===== src/include/bofs_map.svh =====
// Constants for the brownout and thermal fault supervisor
`ifndef BOFS_MAP_SVH
`define BOFS_MAP_SVH
// ==========================================
// Clock and timing
`define BOFS_CLK_HZ            10000000
`define BOFS_LOSS_DELAY_US     30000
`define BOFS_RETURN_DELAY_US   250
`define BOFS_OFF_TIME_MS       2000
`define BOFS_JITTER_HZ         10000
`define BOFS_LOSS_CYC   ((`BOFS_CLK_HZ / 1000000) * `BOFS_LOSS_DELAY_US)
`define BOFS_RETURN_CYC ((`BOFS_CLK_HZ / 1000000) * `BOFS_RETURN_DELAY_US)
`define BOFS_OFF_CYC    ((`BOFS_CLK_HZ / 1000) * `BOFS_OFF_TIME_MS)
`define BOFS_JIT_HALF_CYC (`BOFS_CLK_HZ / (2 * `BOFS_JITTER_HZ))
// Default modulation depth of the peak current, percent
`define BOFS_JITTER_DEPTH_PCT  5
// Filter counter width
`define BOFS_FCNT_W            20
`endif


===== src/include/bofs_pkg.sv =====
// Types for the brownout and thermal fault supervisor
package bofs_pkg;
   typedef enum logic [4:0] {
      BOFS_CHECK   = 5'h01,
      BOFS_WAIT_IN = 5'h02,
      BOFS_RUN     = 5'h04,
      BOFS_LINE_OFF= 5'h08,
      BOFS_HOT_OFF = 5'h10
   } bofs_state_t;
endpackage


===== src/design/bofs_filter.sv =====
// Up/down delay filter counter
`timescale 1ns/1ps
module bofs_filter #(
   parameter int unsigned LIMIT = 16
) (
   input  wire logic clk,
   input  wire logic rstn,
   input  wire logic clr,
   input  wire logic cond,
   output logic      fire
);
   logic [19:0] cnt_q;
   logic [19:0] cnt_d;
   localparam logic [19:0] LIM = 20'(LIMIT);

   // count up or down
   assign cnt_d = clr ? 20'h00000 :
                  cond ? ((cnt_q == LIM) ? cnt_q : cnt_q + 20'h00001) :
                  ((cnt_q == 20'h00000) ? cnt_q : cnt_q - 20'h00001);
   assign fire  = (cnt_q == LIM);

   always_ff @(posedge clk or negedge rstn) begin
      if (!rstn) begin
         cnt_q <= 20'h00000;
      end else begin
         cnt_q <= cnt_d;
      end
   end

   AST_FILT_DOWN: assert property (@(posedge clk) disable iff (!rstn)
      (!clr && !cond && cnt_q != 20'h00000) |=> cnt_q == $past(cnt_q) - 20'h00001)
      else $error("filter did not count down");
   AST_FILT_UP: assert property (@(posedge clk) disable iff (!rstn)
      (!clr && cond && !fire) |=> cnt_q == $past(cnt_q) + 20'h00001)
      else $error("filter did not count up");
endmodule


===== src/design/bofs_supervisor.sv =====
// Brownout, thermal shutdown and jitter supervisor
`timescale 1ns/1ps
// What this block does
// During supply charge-up, source test current from line sense pin and observe it.
// Line sense below disable level at check: latch monitor off, start freely.
// Above disable level: latch monitor on, switch only after turn-on level.
// Line below turn-off level beyond loss delay stops switching.
// While stopped by line loss, periodically enable start-up current source.
// After line loss, line above turn-on level beyond return delay resumes.
// Both delays use up/down counters to reject disturbances.
// Counters rise when condition holds, fall otherwise, fire at limit.
// Emit 10 kHz half-duty square wave for 5 percent peak modulation.
// Overtemp stops switching for the off time, then restarts at supply turn-on.
// During overtemp off, keep cycling supply and enter low-consumption fault.
// Synchronise all comparator inputs before use.
`include "bofs_map.svh"
module bofs_supervisor #(
   parameter int unsigned LOSS_CYC   = `BOFS_LOSS_CYC,
   parameter int unsigned RETURN_CYC = `BOFS_RETURN_CYC,
   parameter int unsigned OFF_CYC    = `BOFS_OFF_CYC
) (
   input  wire logic clk,
   input  wire logic rstn,
   input  wire logic line_above_disable,
   input  wire logic line_above_turn_on,
   input  wire logic line_above_turn_off,
   input  wire logic overtemp,
   input  wire logic supply_at_turn_on,
   input  wire logic supply_at_restart,
   output logic      switch_en,
   output logic      startup_src_en,
   output logic      line_sense_test_current,
   output logic      fault_low_power,
   output logic      line_monitor_on,
   output logic      jitter_out
);
   // ==========================================
   // Input synchronisers
   logic [5:0] raw;
   logic [5:0] s1_q;
   logic [5:0] s2_q;
   assign raw = {supply_at_restart, supply_at_turn_on, overtemp,
                 line_above_turn_off, line_above_turn_on, line_above_disable};
   // two-stage sync
   always_ff @(posedge clk or negedge rstn) begin
      if (!rstn) begin
         s1_q <= 6'h00;
         s2_q <= 6'h00;
      end else begin
         s1_q <= raw;
         s2_q <= s1_q;
      end
   end
   wire dis_s  = s2_q[0];
   wire on_s   = s2_q[1];
   wire off_s  = s2_q[2];
   wire hot_s  = s2_q[3];
   wire von_s  = s2_q[4];
   wire vrst_s = s2_q[5];

   // ==========================================
   // State and latched monitor decision
   bofs_pkg::bofs_state_t st_q;
   bofs_pkg::bofs_state_t st_d;
   logic mon_q;
   logic mon_d;
   logic src_q;
   logic src_d;
   logic [24:0] off_cnt_q;
   logic [24:0] off_cnt_d;
   logic loss_fire;
   logic ret_fire;
   logic [9:0] jit_cnt_q;
   logic jit_q;

   wire in_run   = (st_q == bofs_pkg::BOFS_RUN);
   wire in_loff  = (st_q == bofs_pkg::BOFS_LINE_OFF);
   wire in_hot   = (st_q == bofs_pkg::BOFS_HOT_OFF);
   wire off_done = (off_cnt_q == 25'(OFF_CYC));

   // line loss filter
   bofs_filter #(.LIMIT(LOSS_CYC)) u_loss (
      .clk  (clk),
      .rstn (rstn),
      .clr  (!in_run || !mon_q),
      .cond (!off_s),
      .fire (loss_fire)
   );
   // line return filter
   bofs_filter #(.LIMIT(RETURN_CYC)) u_ret (
      .clk  (clk),
      .rstn (rstn),
      .clr  (!in_loff),
      .cond (on_s),
      .fire (ret_fire)
   );

   always_comb begin
      st_d  = st_q;
      mon_d = mon_q;
      case (st_q)
         bofs_pkg::BOFS_CHECK: begin
            // decision taken at supply turn-on
            if (von_s) begin
               mon_d = dis_s;
               if (hot_s) begin
                  st_d = bofs_pkg::BOFS_HOT_OFF;
               end else if (dis_s) begin
                  st_d = bofs_pkg::BOFS_WAIT_IN;
               end else begin
                  st_d = bofs_pkg::BOFS_RUN;
               end
            end
         end
         bofs_pkg::BOFS_WAIT_IN: begin
            // wait for line turn-on level
            if (hot_s) begin
               st_d = bofs_pkg::BOFS_HOT_OFF;
            end else if (on_s) begin
               st_d = bofs_pkg::BOFS_RUN;
            end
         end
         bofs_pkg::BOFS_RUN: begin
            // overtemp takes priority
            if (hot_s) begin
               st_d = bofs_pkg::BOFS_HOT_OFF;
            end else if (loss_fire) begin
               // line loss stop
               st_d = bofs_pkg::BOFS_LINE_OFF;
            end
         end
         bofs_pkg::BOFS_LINE_OFF: begin
            if (hot_s) begin
               st_d = bofs_pkg::BOFS_HOT_OFF;
            end else if (ret_fire) begin
               // line return resume
               st_d = bofs_pkg::BOFS_RUN;
            end
         end
         bofs_pkg::BOFS_HOT_OFF: begin
            // restart after off time at supply turn-on
            if (off_done && von_s && !hot_s) begin
               st_d = (mon_q && !on_s) ? bofs_pkg::BOFS_WAIT_IN : bofs_pkg::BOFS_RUN;
            end
         end
         default: begin
            st_d = bofs_pkg::BOFS_CHECK;
         end
      endcase
   end

   // ==========================================
   // Off timer
   assign off_cnt_d = !in_hot ? 25'h0000000 :
                      (off_done ? off_cnt_q : off_cnt_q + 25'h0000001);

   // ==========================================
   // States after the check in which switching is held off
   function automatic logic is_stopped(input bofs_pkg::bofs_state_t s);
      is_stopped = (s == bofs_pkg::BOFS_WAIT_IN) ||
                   (s == bofs_pkg::BOFS_LINE_OFF) ||
                   (s == bofs_pkg::BOFS_HOT_OFF);
   endfunction

   // supply recycling hysteresis for start-up source
   wire stopped = is_stopped(st_q);
   assign src_d = (st_q == bofs_pkg::BOFS_CHECK) ? 1'b1 :
                  !stopped ? 1'b0 :
                  von_s ? 1'b0 :
                  vrst_s ? 1'b1 : src_q;

   always_ff @(posedge clk or negedge rstn) begin
      if (!rstn) begin
         st_q      <= bofs_pkg::BOFS_CHECK;
         mon_q     <= 1'b0;
         src_q     <= 1'b1;
         off_cnt_q <= 25'h0000000;
      end else begin
         st_q      <= st_d;
         mon_q     <= mon_d;
         src_q     <= src_d;
         off_cnt_q <= off_cnt_d;
      end
   end

   // ==========================================
   // jitter square wave, half period count
   localparam logic [9:0] JIT_HALF = 10'(`BOFS_JIT_HALF_CYC);
   always_ff @(posedge clk or negedge rstn) begin
      if (!rstn) begin
         jit_cnt_q <= 10'h000;
         jit_q     <= 1'b0;
      end else if (jit_cnt_q == JIT_HALF - 10'h001) begin
         jit_cnt_q <= 10'h000;
         jit_q     <= ~jit_q;
      end else begin
         jit_cnt_q <= jit_cnt_q + 10'h001;
      end
   end

   // ==========================================
   // Outputs
   // test current only during the check
   assign line_sense_test_current = (st_q == bofs_pkg::BOFS_CHECK);
   assign switch_en       = in_run;
   assign startup_src_en  = src_q;
   // reduced consumption in thermal fault
   assign fault_low_power = in_hot;
   assign line_monitor_on = mon_q;
   assign jitter_out      = jit_q && in_run;

   // ==========================================
   // Checks
   AST_LOSS_STOP: assert property (@(posedge clk) disable iff (!rstn)
      (in_run && loss_fire && !hot_s) |=> in_loff)
      else $error("line loss did not stop switching");
   AST_RETURN: assert property (@(posedge clk) disable iff (!rstn)
      (in_loff && ret_fire && !hot_s) |=> in_run)
      else $error("line return did not resume");
   AST_HOT_STOP: assert property (@(posedge clk) disable iff (!rstn)
      (hot_s && !in_hot && st_q != bofs_pkg::BOFS_CHECK) |=> in_hot && !switch_en)
      else $error("overtemp did not stop switching");
   AST_HOT_HOLD: assert property (@(posedge clk) disable iff (!rstn)
      (in_hot && !off_done) |=> in_hot)
      else $error("left thermal off early");
   AST_FAULT_LP: assert property (@(posedge clk) disable iff (!rstn)
      in_hot |-> fault_low_power && !switch_en)
      else $error("fault state not low power");
   AST_SRC_ON: assert property (@(posedge clk) disable iff (!rstn)
      (in_loff && vrst_s && !von_s) |=> startup_src_en)
      else $error("start-up source not enabled");
   AST_MON_HELD: assert property (@(posedge clk) disable iff (!rstn)
      (st_q != bofs_pkg::BOFS_CHECK) |=> mon_q == $past(mon_q))
      else $error("monitor decision changed");
   AST_NO_SW_LOW: assert property (@(posedge clk) disable iff (!rstn)
      (st_q == bofs_pkg::BOFS_WAIT_IN && !on_s) |=> !switch_en)
      else $error("switched below turn-on level");
   AST_TEST_I: assert property (@(posedge clk) disable iff (!rstn)
      line_sense_test_current |-> !switch_en)
      else $error("test current while switching");
   AST_JIT: assert property (@(posedge clk) disable iff (!rstn)
      (jit_cnt_q == JIT_HALF - 10'h001) |=> jit_q != $past(jit_q))
      else $error("jitter did not toggle");
   AST_SYNC: assert property (@(posedge clk) disable iff (!rstn)
      1'b1 |-> ##2 s2_q == $past(raw, 2))
      else $error("sync latency wrong");

   // ==========================================
   // Transition checks
   wire in_wait = (st_q == bofs_pkg::BOFS_WAIT_IN);
   AST_MON_LATCH: assert property (@(posedge clk) disable iff (!rstn)
      (st_q == bofs_pkg::BOFS_CHECK && von_s) |=> mon_q == $past(dis_s))
      else $error("monitor decision not latched from line sense");
   AST_CHECK_WAIT: assert property (@(posedge clk) disable iff (!rstn)
      (st_q == bofs_pkg::BOFS_CHECK && !von_s) |=> st_q == bofs_pkg::BOFS_CHECK)
      else $error("left power-up check before supply turn-on");
   AST_WAIT_HOLD: assert property (@(posedge clk) disable iff (!rstn)
      (in_wait && !on_s && !hot_s) |=> in_wait)
      else $error("left line wait below turn-on level");
   AST_LOSS_NEEDS_MON: assert property (@(posedge clk) disable iff (!rstn)
      (in_run && !mon_q) |=> !in_loff)
      else $error("line loss acted with monitor disabled");
   AST_LOSS_HOLD: assert property (@(posedge clk) disable iff (!rstn)
      (in_run && !loss_fire && !hot_s) |=> in_run)
      else $error("switching stopped before loss delay");
   AST_RET_HOLD: assert property (@(posedge clk) disable iff (!rstn)
      (in_loff && !ret_fire && !hot_s) |=> in_loff)
      else $error("switching resumed before return delay");
   AST_SRC_OFF: assert property (@(posedge clk) disable iff (!rstn)
      (is_stopped(st_q) && von_s) |=> !startup_src_en)
      else $error("start-up source left on at supply turn-on");
   AST_SRC_RUN: assert property (@(posedge clk) disable iff (!rstn)
      in_run |=> !startup_src_en)
      else $error("start-up source on while switching");
   AST_HOT_EXIT: assert property (@(posedge clk) disable iff (!rstn)
      (in_hot && off_done && von_s && !hot_s) |=> !in_hot)
      else $error("no restart after thermal off time");

   // ==========================================
   // Independent count of the thermal off period
   logic [24:0] hot_len_q;
   always_ff @(posedge clk or negedge rstn) begin
      if (!rstn) begin
         hot_len_q <= 25'h0000000;
      end else if (!in_hot) begin
         hot_len_q <= 25'h0000000;
      end else if (hot_len_q != 25'h1ffffff) begin
         hot_len_q <= hot_len_q + 25'h0000001;
      end
   end
   // off time respected
   AST_HOT_LEN: assert property (@(posedge clk) disable iff (!rstn)
      (in_hot ##1 !in_hot) |-> $past(hot_len_q) >= 25'(OFF_CYC))
      else $error("thermal off period too short");

   COV_LOSS: cover property (@(posedge clk) disable iff (!rstn) in_run ##1 in_loff);
   COV_RET: cover property (@(posedge clk) disable iff (!rstn) in_loff ##1 in_run);
   COV_HOT: cover property (@(posedge clk) disable iff (!rstn) in_hot ##1 !in_hot);
   COV_DIS: cover property (@(posedge clk) disable iff (!rstn)
      (st_q == bofs_pkg::BOFS_CHECK) ##1 (in_run && !mon_q));
   COV_WAIT: cover property (@(posedge clk) disable iff (!rstn)
      in_wait ##1 in_run);
endmodule


===== config.mk =====
export PLATFORM = sky130hd
export DESIGN_NAME = bofs_supervisor
export DESIGN_NICKNAME = d
export VERILOG_FILES = /design/src/include/bofs_pkg.sv /design/src/design/bofs_filter.sv /design/src/design/bofs_supervisor.sv
export VERILOG_INCLUDE_DIRS = /design/src /design/src/include
export SDC_FILE = /design/constraint.sdc
export NUM_CORES = 1
export LEC_CHECK = 0
export BUFFER_PORTS_ARGS = -buffer_cell sky130_fd_sc_hd__buf_2
export CAP_MARGIN = 20
export CORE_UTILIZATION = 37
export CTS_BUF_LIST = sky130_fd_sc_hd__clkbuf_8
export DETAILED_ROUTE_END_ITERATION = 8
export GPL_TIMING_DRIVEN = 0
export PLACE_DENSITY_LB_ADDON = 0.08
export SYNTH_ARGS = -nofsm -noshare
export SYNTH_HDL_FRONTEND = slang
export SYNTH_SLANG_ARGS = --single-unit

===== constraint.sdc =====
create_clock -name clk -period 2.6 [get_ports clk]
set_clock_uncertainty 0.05 [all_clocks]
set_input_delay 0.65 -clock clk [delete_from_list [all_inputs] [get_ports clk]]
set_output_delay 0.65 -clock clk [all_outputs]
set_load 0.05 [all_outputs]

==> metrics.txt, run 1 <==
status finished, final reports clean; I/O Buffers 13; Cell Pwr Density 531.6 nW/µm²; area of the mapped netlist 5752 µm²; Reg2Reg Setup Slack 0.03 ns; fin crit share 98.66%; cts bufs inserted 9; critical path type reg -> reg; via count 4,586; Worst EP arrival 2.75 ns; number of synthesized flops with an enable pin 0; Worst setup SP type flip-flop; DRC errors left 0; Layout Utilization 43.95%; fraction of layout cells with a size suffix above 1 17.22%; fin nets 713; CTS tree yes; #FFs+latches synth 95; Starting Density 37.84%; Top FF cell, synth dfrtp_1; global route total overflow 0; critical path data required time 2.79 ns; fin crit period 2.565 ns; diodes inserted 0; critical path fanouts, max 6; Ports 14; Syn Nets 668; Clock transition at path regs 0.09 ns; routed wire length 13,400 µm; DR pass1 iterations 4; Post-synth ARST share 100.0%; drt first-iter violations 183; max_cap viols 0; Filler cells 1,460; die area 16,050 µm²; Post-CTS Hold Buffers 0; largest net degree at the start of global routing 69; Clock Tree Buf Depth 2; Mean Syn Cell Area 9.292 µm²; Cells after Synth 619; Hold Crit Class in -> async; H-tree Lvls 3; CTS Sinks 95; post-synthesis sequential area ratio 41.37%; Final Setup Violations 0; unrepaired setup endpoints after global routing true; Slew headroom 61.09%; Pins Over Slew Limit 0; Core Region 15,200 µm²; Placer Congestion 0.8129; Netlist cell types 60; std cell rows 45; Die Y 126.7 µm; Final HPWL DP 9241 µm; Leak 2.903 nW; vias in the first global route 4,524; area grow syn2layout 16.16%; Worst-Skew Late Latency 0.37 ns; worst-margin pin slew 0.5793 ns; Die X-Extent 126.7 µm; routed len/inst 15.66 µm; setup tns final 0 ns; Hold Vio Cnt, Final 0; GR Util All Layers 17.67%; Worst VDD drop 0.2911 mV; critical path endpoint category flip-flop; initial antenna violation count 0; Ys Warns 0; first-pass GRT wire length 22,590 µm; vias per cell 5.357; Clk Tree Root Cell clkbuf_8; fmax 389.8 MHz; post-route ant nets 0
## cell families after synthesis
logic type | Yosys count | share of synthesized area, %
fa+ha+maj | 41 | 9.180
buf+inv | 34 | 2.480
compound gates | 139 | 15.40
xor+xnor | 69 | 10.51
flops | 95 | 41.37
simple gates | 238 | 20.51
mux | 3 | 0.5438
## layout by cell type (no fill, tap or decap), types with 6 or more instances in the layout
| cell type | n |
|---|---|
| a21o_1 | 19 |
| a21oi_1 | 34 |
| a31oi_1 | 6 |
| and3_1 | 11 |
| buf_2 | 11 |
| buf_4 | 26 |
| clkbuf_1 | 12 |
| clkbuf_8 | 10 |
| dfrtp_1 | 89 |
| ha_1 | 26 |
| ha_2 | 9 |
| inv_1 | 13 |
| nand2_1 | 43 |
| nand3_1 | 24 |
| nand4_1 | 13 |
| nor2_1 | 82 |
| nor2b_1 | 7 |
| nor3_1 | 6 |
| nor4_1 | 15 |
| o21ai_0 | 26 |
| o21ai_1 | 6 |
| o21bai_1 | 9 |
| xnor2_1 | 32 |
| xor2_1 | 37 |
## critical path, stage by stage, from the launching register on
cell     delay (ns)
dfrtp_4        0.53
buf_2          0.22
ha_1           0.31
a21oi_1        0.19
nor2_1         0.09
or2_2          0.34
a41oi_2        0.31
o21ai_0        0.17
xnor2_1        0.17
nor2_1         0.06
## stage by stage
step | area [µm²] | setup slack (ns) | instances | power, mW | hold WS [ns]
5_1_grt | 6681 | -0.05275 | 856 | 3.767 | 0.1668
3_3_place_gp | 6063 | -0.6770 | 820 | 2.465 | 0.2858
3_5_place_dp | 6093 | -0.6817 | 821 | 2.478 | 0.2897
4_1_cts | 6501 | -0.04931 | 848 | 3.588 | 0.1565
2_1_floorplan | 5763 | 0.01410 | 619 | 2.257 | 0.2812
6_report | 6681 | 0.03487 | 856 | 3.552 | 0.1571
## cell type report
class / count / area [µm²] / area share, %
Timing Repair Buffer: 38 / 292.8 / 4.382
Buffer: 14 / 61.31 / 0.9176
Multi-Input combinational cell: 490 / 3433 / 51.39
Inverter: 15 / 67.56 / 1.011
Clock buffer: 10 / 137.6 / 2.060
Tap cell: 188 / 235.2 / 3.521
Timing Repair inverter: 1 / 7.507 / 0.1124
Clock inverter: 5 / 58.81 / 0.8801
Sequential cell: 95 / 2387 / 35.73
## per-layer routing
| metal | share of wire, % | GRT usage, % | vias up |
|---|---|---|---|
| met5 | 0 | 0 | - |
| met2 | 45 | 27.62 | 53 |
| met3 | 2.4 | 2.488 | 17 |
| met4 | 1.8 | 6.933 | 0 |
| met1 | 50 | 24.78 | 2230 |
| li1 | - | - | 2286 |
## path summary, 6_finish.rpt
kind,depth (start not counted),from,to
hold reg to reg,0,s1_q[2],s2_q[2]
max in group asynchronous,2,rstn,s2_q[2]
setup reg to reg,9,s2_q[2],u_loss.cnt_q[17]
min in group clk,0,s1_q[2],s2_q[2]
hold / removal,1,rstn,u_ret.cnt_q[5]
setup / recovery,9,s2_q[2],u_loss.cnt_q[17]
## Yosys cell counts (10+ instances only)
cell type	n	area (µm²)
nand3_1	24	120.1
inv_1	14	52.55
xor2_1	37	324.1
and3_1	12	75.07
a21oi_1	37	185.2
nand2_1	44	165.2
o21ai_0	34	170.2
a21o_1	19	142.6
clkbuf_1	14	52.55
nor2_1	84	315.3
dfrtp_1	93	2327
ha_1	39	488.0
nor4_1	15	93.84
xnor2_1	32	280.3
o21bai_1	10	75.07
nand4_1	13	81.33
## power breakdown
group / switching, mW / total, mW / internal, mW
combinational: 0.578 / 0.942 / 0.364
sequential: 0.0618 / 1.61 / 1.55
clock: 0.529 / 0.995 / 0.466
total: 1.17 / 3.55 / 2.38
## sequential cells by signal, summed over array words and instances (netlist names), 5 cells and up
name	cells
off_cnt_q	25
s1_q	6
s2_q	6
u_ret.cnt_q	20
jit_cnt_q	10
u_loss.cnt_q	20
st_q	5
## timing repair
action                                  in CTS  in global routing
buffers inserted                            14                 10
endpoints found under the setup margin      30                 22
resized for setup                           34                 31
cloned                                       1                  0
pin swaps                                    4                  9
No activity file was read; power rests on OpenSTA's default activity.
==> inputs of run 2 (changes only) <==
CORE_ASPECT_RATIO = 0.6   (was not set)
CORE_MARGIN = 4   (was not set)
==> run 2 against run 1 <==
Net effect: core utilization rose by 1.1 points; worst hold slack improved by 0.022 ns; die area rose by 10%; largest cell class unchanged; sequential share of layout area barely moved; critical endpoint is now fault_low_power; sequential cell count did not move.
==> metrics.txt, run 2 (synthesis results as in run 1) <==
Reg2Reg Setup Slack 0.10 ns; Layout Utilization 45.04%; Hold Crit Class in -> async; routed wire length 14,320 µm; sw power 1.198 mW; largest net degree at the start of global routing 62; critical path type reg -> out; setup tns final 0 ns; Filler cells 1,474; Post-CTS Hold Buffers 0; fin nets 708; busiest grt layer met1; Worst VDD drop 0.3041 mV; met3 Track Usage GR 4.075%; DR pass1 iterations 5; Worst EP arrival 1.89 ns; Hold Vio Cnt, Final 0; critical path endpoint category output port; Clock Tree Buf Depth 2; std cell rows 34; internal power 2.270 mW; Top Registers off_cnt_q (25), u_loss.cnt_q (20), u_ret.cnt_q (20); combinational share of power 25.9%; fin crit share 99.65%; pre-CTS setup slack -0.7630 ns; Ports 14; fraction of layout cells with a size suffix above 1 17.50%; routed len/inst 16.63 µm; fin crit period 2.591 ns; Die Y 104.6 µm; I/O Buffers 13; Clk Tree Root Cell clkbuf_8; unrepaired setup endpoints after global routing true; Top reg by flops off_cnt_q; vias per cell 5.404; worst-margin pin slew 0.5917 ns; die area 17,670 µm²; first-pass GRT wire length 23,560 µm; Pins Over Slew Limit 0; Core Region 14,850 µm²; DRC errors left 0; CTS tree yes; global route total overflow 0; critical path fanouts, max 2; Leak 2.884 nW; cts bufs inserted 9; commonest non-fill, non-tap cells in the layout dfrtp_1, nor2_1, nand2_1; H-tree Lvls 3; smallest hold slack 0.1787 ns; worst setup margin 0.009042 ns; area grow syn2layout 16.25%; Cell Pwr Density 518.7 nW/µm²; GR Layer Usage met2 20.96%; status finished, final reports clean; Worst-Skew Late Latency 0.37 ns; final std cell area, no fill 6686 µm²; Placer Congestion 0.8104; max FFs per register 25; met1 Resource Use GR 27.75%; critical path data required time 1.90 ns; Clock transition at path regs 0.10 ns; via count 4,653; diodes inserted 0; Starting Density 38.74%; fmax 386.0 MHz; area post-placement 6106 µm²; max_cap viols 0; CTS Sinks 95; commonest non-fill, non-tap cell in the layout dfrtp_1; drt first-iter violations 205; initial antenna violation count 0; Final HPWL DP 10,400 µm; post-route ant nets 0; Die X-Extent 169.0 µm; vias in the first global route 4,488; switch share 34.54%; Slew headroom 60.19%; Worst setup SP type flip-flop; GR Util All Layers 16.49%; clock network fraction of total power 26.5%; Final Setup Violations 0; register share of total power 47.6%
==> run 2: changes by cell type in the layout (fill, tap and decap cells not counted), sizes merged <==
cell and change:
clkbuf -3, buf -3, bufinv -1, clkinv -1, inv +4, clkinvlp -1
==> run 2: path summary, 6_finish.rpt <==
check,endpoint,cells after the start,from
worst max-delay path,fault_low_power,5,st_q[2]
worst min-delay path,u_loss.cnt_q[17],1,rstn
worst max register to register,u_loss.cnt_q[12],9,s2_q[2]
worst min register to register,s2_q[2],0,s1_q[2]
max in group asynchronous,st_q[0],2,rstn
min in group clk,s2_q[2],0,s1_q[2]
==> run 2: per-stage QoR <==
stage	std cells	total power, mW
2_1_floorplan	619	2.257
3_3_place_gp	830	2.463
3_5_place_dp	831	2.474
4_1_cts	858	3.489
5_1_grt	861	3.683
6_report	861	3.468
==> run 2: power groups by stage <==
stage / sequential (mW) / clock, mW / combinational [mW]
after floorplan: 1.68 / 0 / 0.580
after global placement: 1.64 / 0 / 0.821
after detailed placement: 1.64 / 0 / 0.832
after CTS: 1.63 / 0.979 / 0.878
after global routing: 1.67 / 1.03 / 0.987
final: 1.65 / 0.918 / 0.899
==> run 2: routing by layer <==
layer / up-vias / wire length, µm
met3: 5 / 702
met1: 2251 / 8197
met5: - / 0
li1: 2293 / -
met2: 104 / 5357
met4: 0 / 64
==> run 2: repair_timing <==
action,4_1_cts,5_1_grt
pin swaps,4,12
gates cloned,1,0
resized for setup,27,50
setup buffers,15,6
setup endpoints to repair,30,22
==> run 2: worst max-delay path, stage by stage, from the launching register on <==
cell	delay [ns]
dfrtp_2	0.43
or3_4	0.39
or3b_1	0.36
buf_6	0.14
inv_6	0.06
buf_8	0.14
==> run 2: final cells by class <==
type | instances | area, µm² | area share (%)
sequential | 95 | 2387 | 35.70
multi-input combinational | 490 | 3441 | 51.46
clock inverter | 6 | 53.80 | 0.8046
tap | 198 | 247.7 | 3.705
timing repair inverter | 1 | 7.507 | 0.1123
buffer | 12 | 53.80 | 0.8046
inverter | 15 | 65.06 | 0.9731
clock buffer | 9 | 123.9 | 1.853
timing repair buffer | 35 | 306.5 | 4.585
==> inputs of run 3 (changes only) <==
CORE_UTILIZATION = 53   (was 37)
HOLD_SLACK_MARGIN = 0.15   (was not set)
==> run 3 against run 2 <==
Net effect: first-iteration DRC count grew 54%; highest routed layer unchanged; cell area up 0.52%; critical path depth up 5; critical path type is now reg -> reg; sequential cell count did not move; global-route usage grew 5.2 points; total power is 3.1% higher; clock power rose by 10%.
==> metrics.txt, run 3 (synthesis results as in run 1) <==
status finished, final reports clean; Core Region 10,600 µm²; CTS tree yes; routed len/inst 16.73 µm; Clk Tree Root Cell clkbuf_8; Worst EP arrival 2.75 ns; drt first-iter violations 316; Pins Over Slew Limit 0; register share of total power 46.0%; largest net degree at the start of global routing 68; area grow syn2layout 16.86%; Filler cells 865; fraction of layout cells with a size suffix above 1 19.01%; setup tns final 0 ns; DRC errors left 0; Worst VDD drop 0.3496 mV; std cell rows 29; FF+latch area 2387 µm²; final std cell area, no fill 6721 µm²; commonest non-fill, non-tap cells in the layout dfrtp_1, nor2_1, nand2_1; Worst-Skew Late Latency 0.37 ns; post-route ant nets 0; Cell Pwr Density 531.8 nW/µm²; Top Registers off_cnt_q (25), u_loss.cnt_q (20), u_ret.cnt_q (20); Placer Congestion 0.8805; overall power 3.574 mW; Hold Crit Class reg -> reg; max FFs per register 25; fin nets 712; Final HPWL DP 9185 µm; Hold Vio Cnt, Final 0; internal power 2.367 mW; Clock transition at path regs 0.10 ns; Die Y 88.70 µm; area post-placement 6032 µm²; commonest non-fill, non-tap cell in the layout dfrtp_1; critical path endpoint category flip-flop; combinational share of power 25.8%; diodes inserted 0; smallest hold slack 0.3064 ns; Starting Density 54.29%; I/O Buffers 13; die area 12,640 µm²; CTS Sinks 95; Die X-Extent 142.5 µm; Final Setup Violations 0; vias in the first global route 4,466; switch share 33.79%; GR Util All Layers 21.64%; Ports 14; routed wire length 13,500 µm; fin crit share 99.08%; initial antenna violation count 0; worst-margin pin slew 0.5832 ns; first-pass GRT wire length 21,870 µm; Slew headroom 61.12%; Clock Tree Buf Depth 2; critical path type reg -> reg; vias per cell 5.839; fin crit period 2.576 ns; critical path fanouts, max 6; via count 4,712; H-tree Lvls 3; Multi-input gate area 3521 µm²; cts bufs inserted 9; critical path data required time 2.78 ns; Worst setup SP type flip-flop; sw power 1.208 mW; DR pass1 iterations 5; global route total overflow 0; clock network fraction of total power 28.2%; Leak 2.911 nW; max_cap viols 0; fmax 388.2 MHz; Top reg by flops off_cnt_q; unrepaired setup endpoints after global routing true
-- run 3: changes by cell type in the layout (fill, tap and decap cells not counted), sizes merged --
| cell | change |
|---|---|
| bufinv | +1 |
| clkinv | -1 |
| inv | -1 |
| clkinvlp | +2 |
| buf | +2 |
| clkbuf | +1 |
| dlygate4sd3 | +1 |
-- run 3: area by class of cell --
type	instances	share of cell area, %
clock inverters	7	1.173
repair buffers	41	4.803
plain buffers	10	0.5771
inverters	15	1.005
well taps	139	2.587
clock buffers	9	1.843
multi-input cells	490	52.38
repair inverters	1	0.1117
flip-flops and latches	95	35.52
-- run 3: final timing paths --
| path | start | to | slack (ns) | cells after the start |
|---|---|---|---|---|
| worst max-delay path | s2_q[1] | u_ret.cnt_q[17] | 0.02 | 10 |
| worst min-delay path | s1_q[5] | s2_q[5] | 0.31 | 0 |
| worst max register to register | s2_q[1] | u_ret.cnt_q[17] | 0.02 | 10 |
| worst min register to register | s1_q[5] | s2_q[5] | 0.31 | 0 |
| max in group asynchronous | rstn | startup_src_en | 1.10 | 3 |
| min in group asynchronous | rstn | off_cnt_q[2] | 0.69 | 2 |
-- run 3: metal layers --
metal / track usage [%] / share of wire [%] / wire (µm) / up-vias
li1: - / - / - / 2290
met1: 33.25 / 53 / 7102 / 2272
met2: 30.96 / 41 / 5561 / 138
met3: 4.590 / 5.5 / 737 / 12
met4: 5.522 / 0.73 / 98 / 0
met5: 0 / 0 / 0 / -
-- run 3: per-stage QoR --
| step | instances | util (%) | setup WS [ns] |
|---|---|---|---|
| floorplan | 619 | - | 0.01410 |
| global placement | 771 | 56.65 | -0.6171 |
| detailed placement | 772 | 56.93 | -0.6573 |
| CTS | 799 | 60.68 | -0.05138 |
| global route | 807 | 63.44 | -0.04577 |
| finish | 807 | 63.44 | 0.02389 |
-- run 3: power by group through the flow --
| stage | Combinational [mW] | Clock (mW) | Sequential, mW |
|---|---|---|---|
| after CTS | 0.886 | 1.04 | 1.63 |
| after global placement | 0.817 | 0 | 1.64 |
| after floorplan | 0.580 | 0 | 1.68 |
| after global routing | 0.998 | 1.10 | 1.66 |
| final | 0.922 | 1.01 | 1.64 |
| after detailed placement | 0.841 | 0 | 1.64 |
-- run 3: worst max-delay path, cell delays in order (launching register included) --
cell        delay, ns
dfrtp_2          0.48
clkinvlp_4       0.21
buf_4            0.21
ha_1             0.29
a21oi_2          0.18
nand4b_1         0.20
nand2_2          0.13
a211oi_4         0.35
o41ai_2          0.12
xnor2_1          0.16
nor2_1           0.06
-- run 3: repair_timing --
action                                  CTS  global route
cloned                                    1             0
buffers inserted                         13            13
pin swaps                                 5            12
gates resized for setup                  31            47
hold buffers                              1             0
hold endpoints to repair                 25             0
endpoints found under the setup margin   30            22
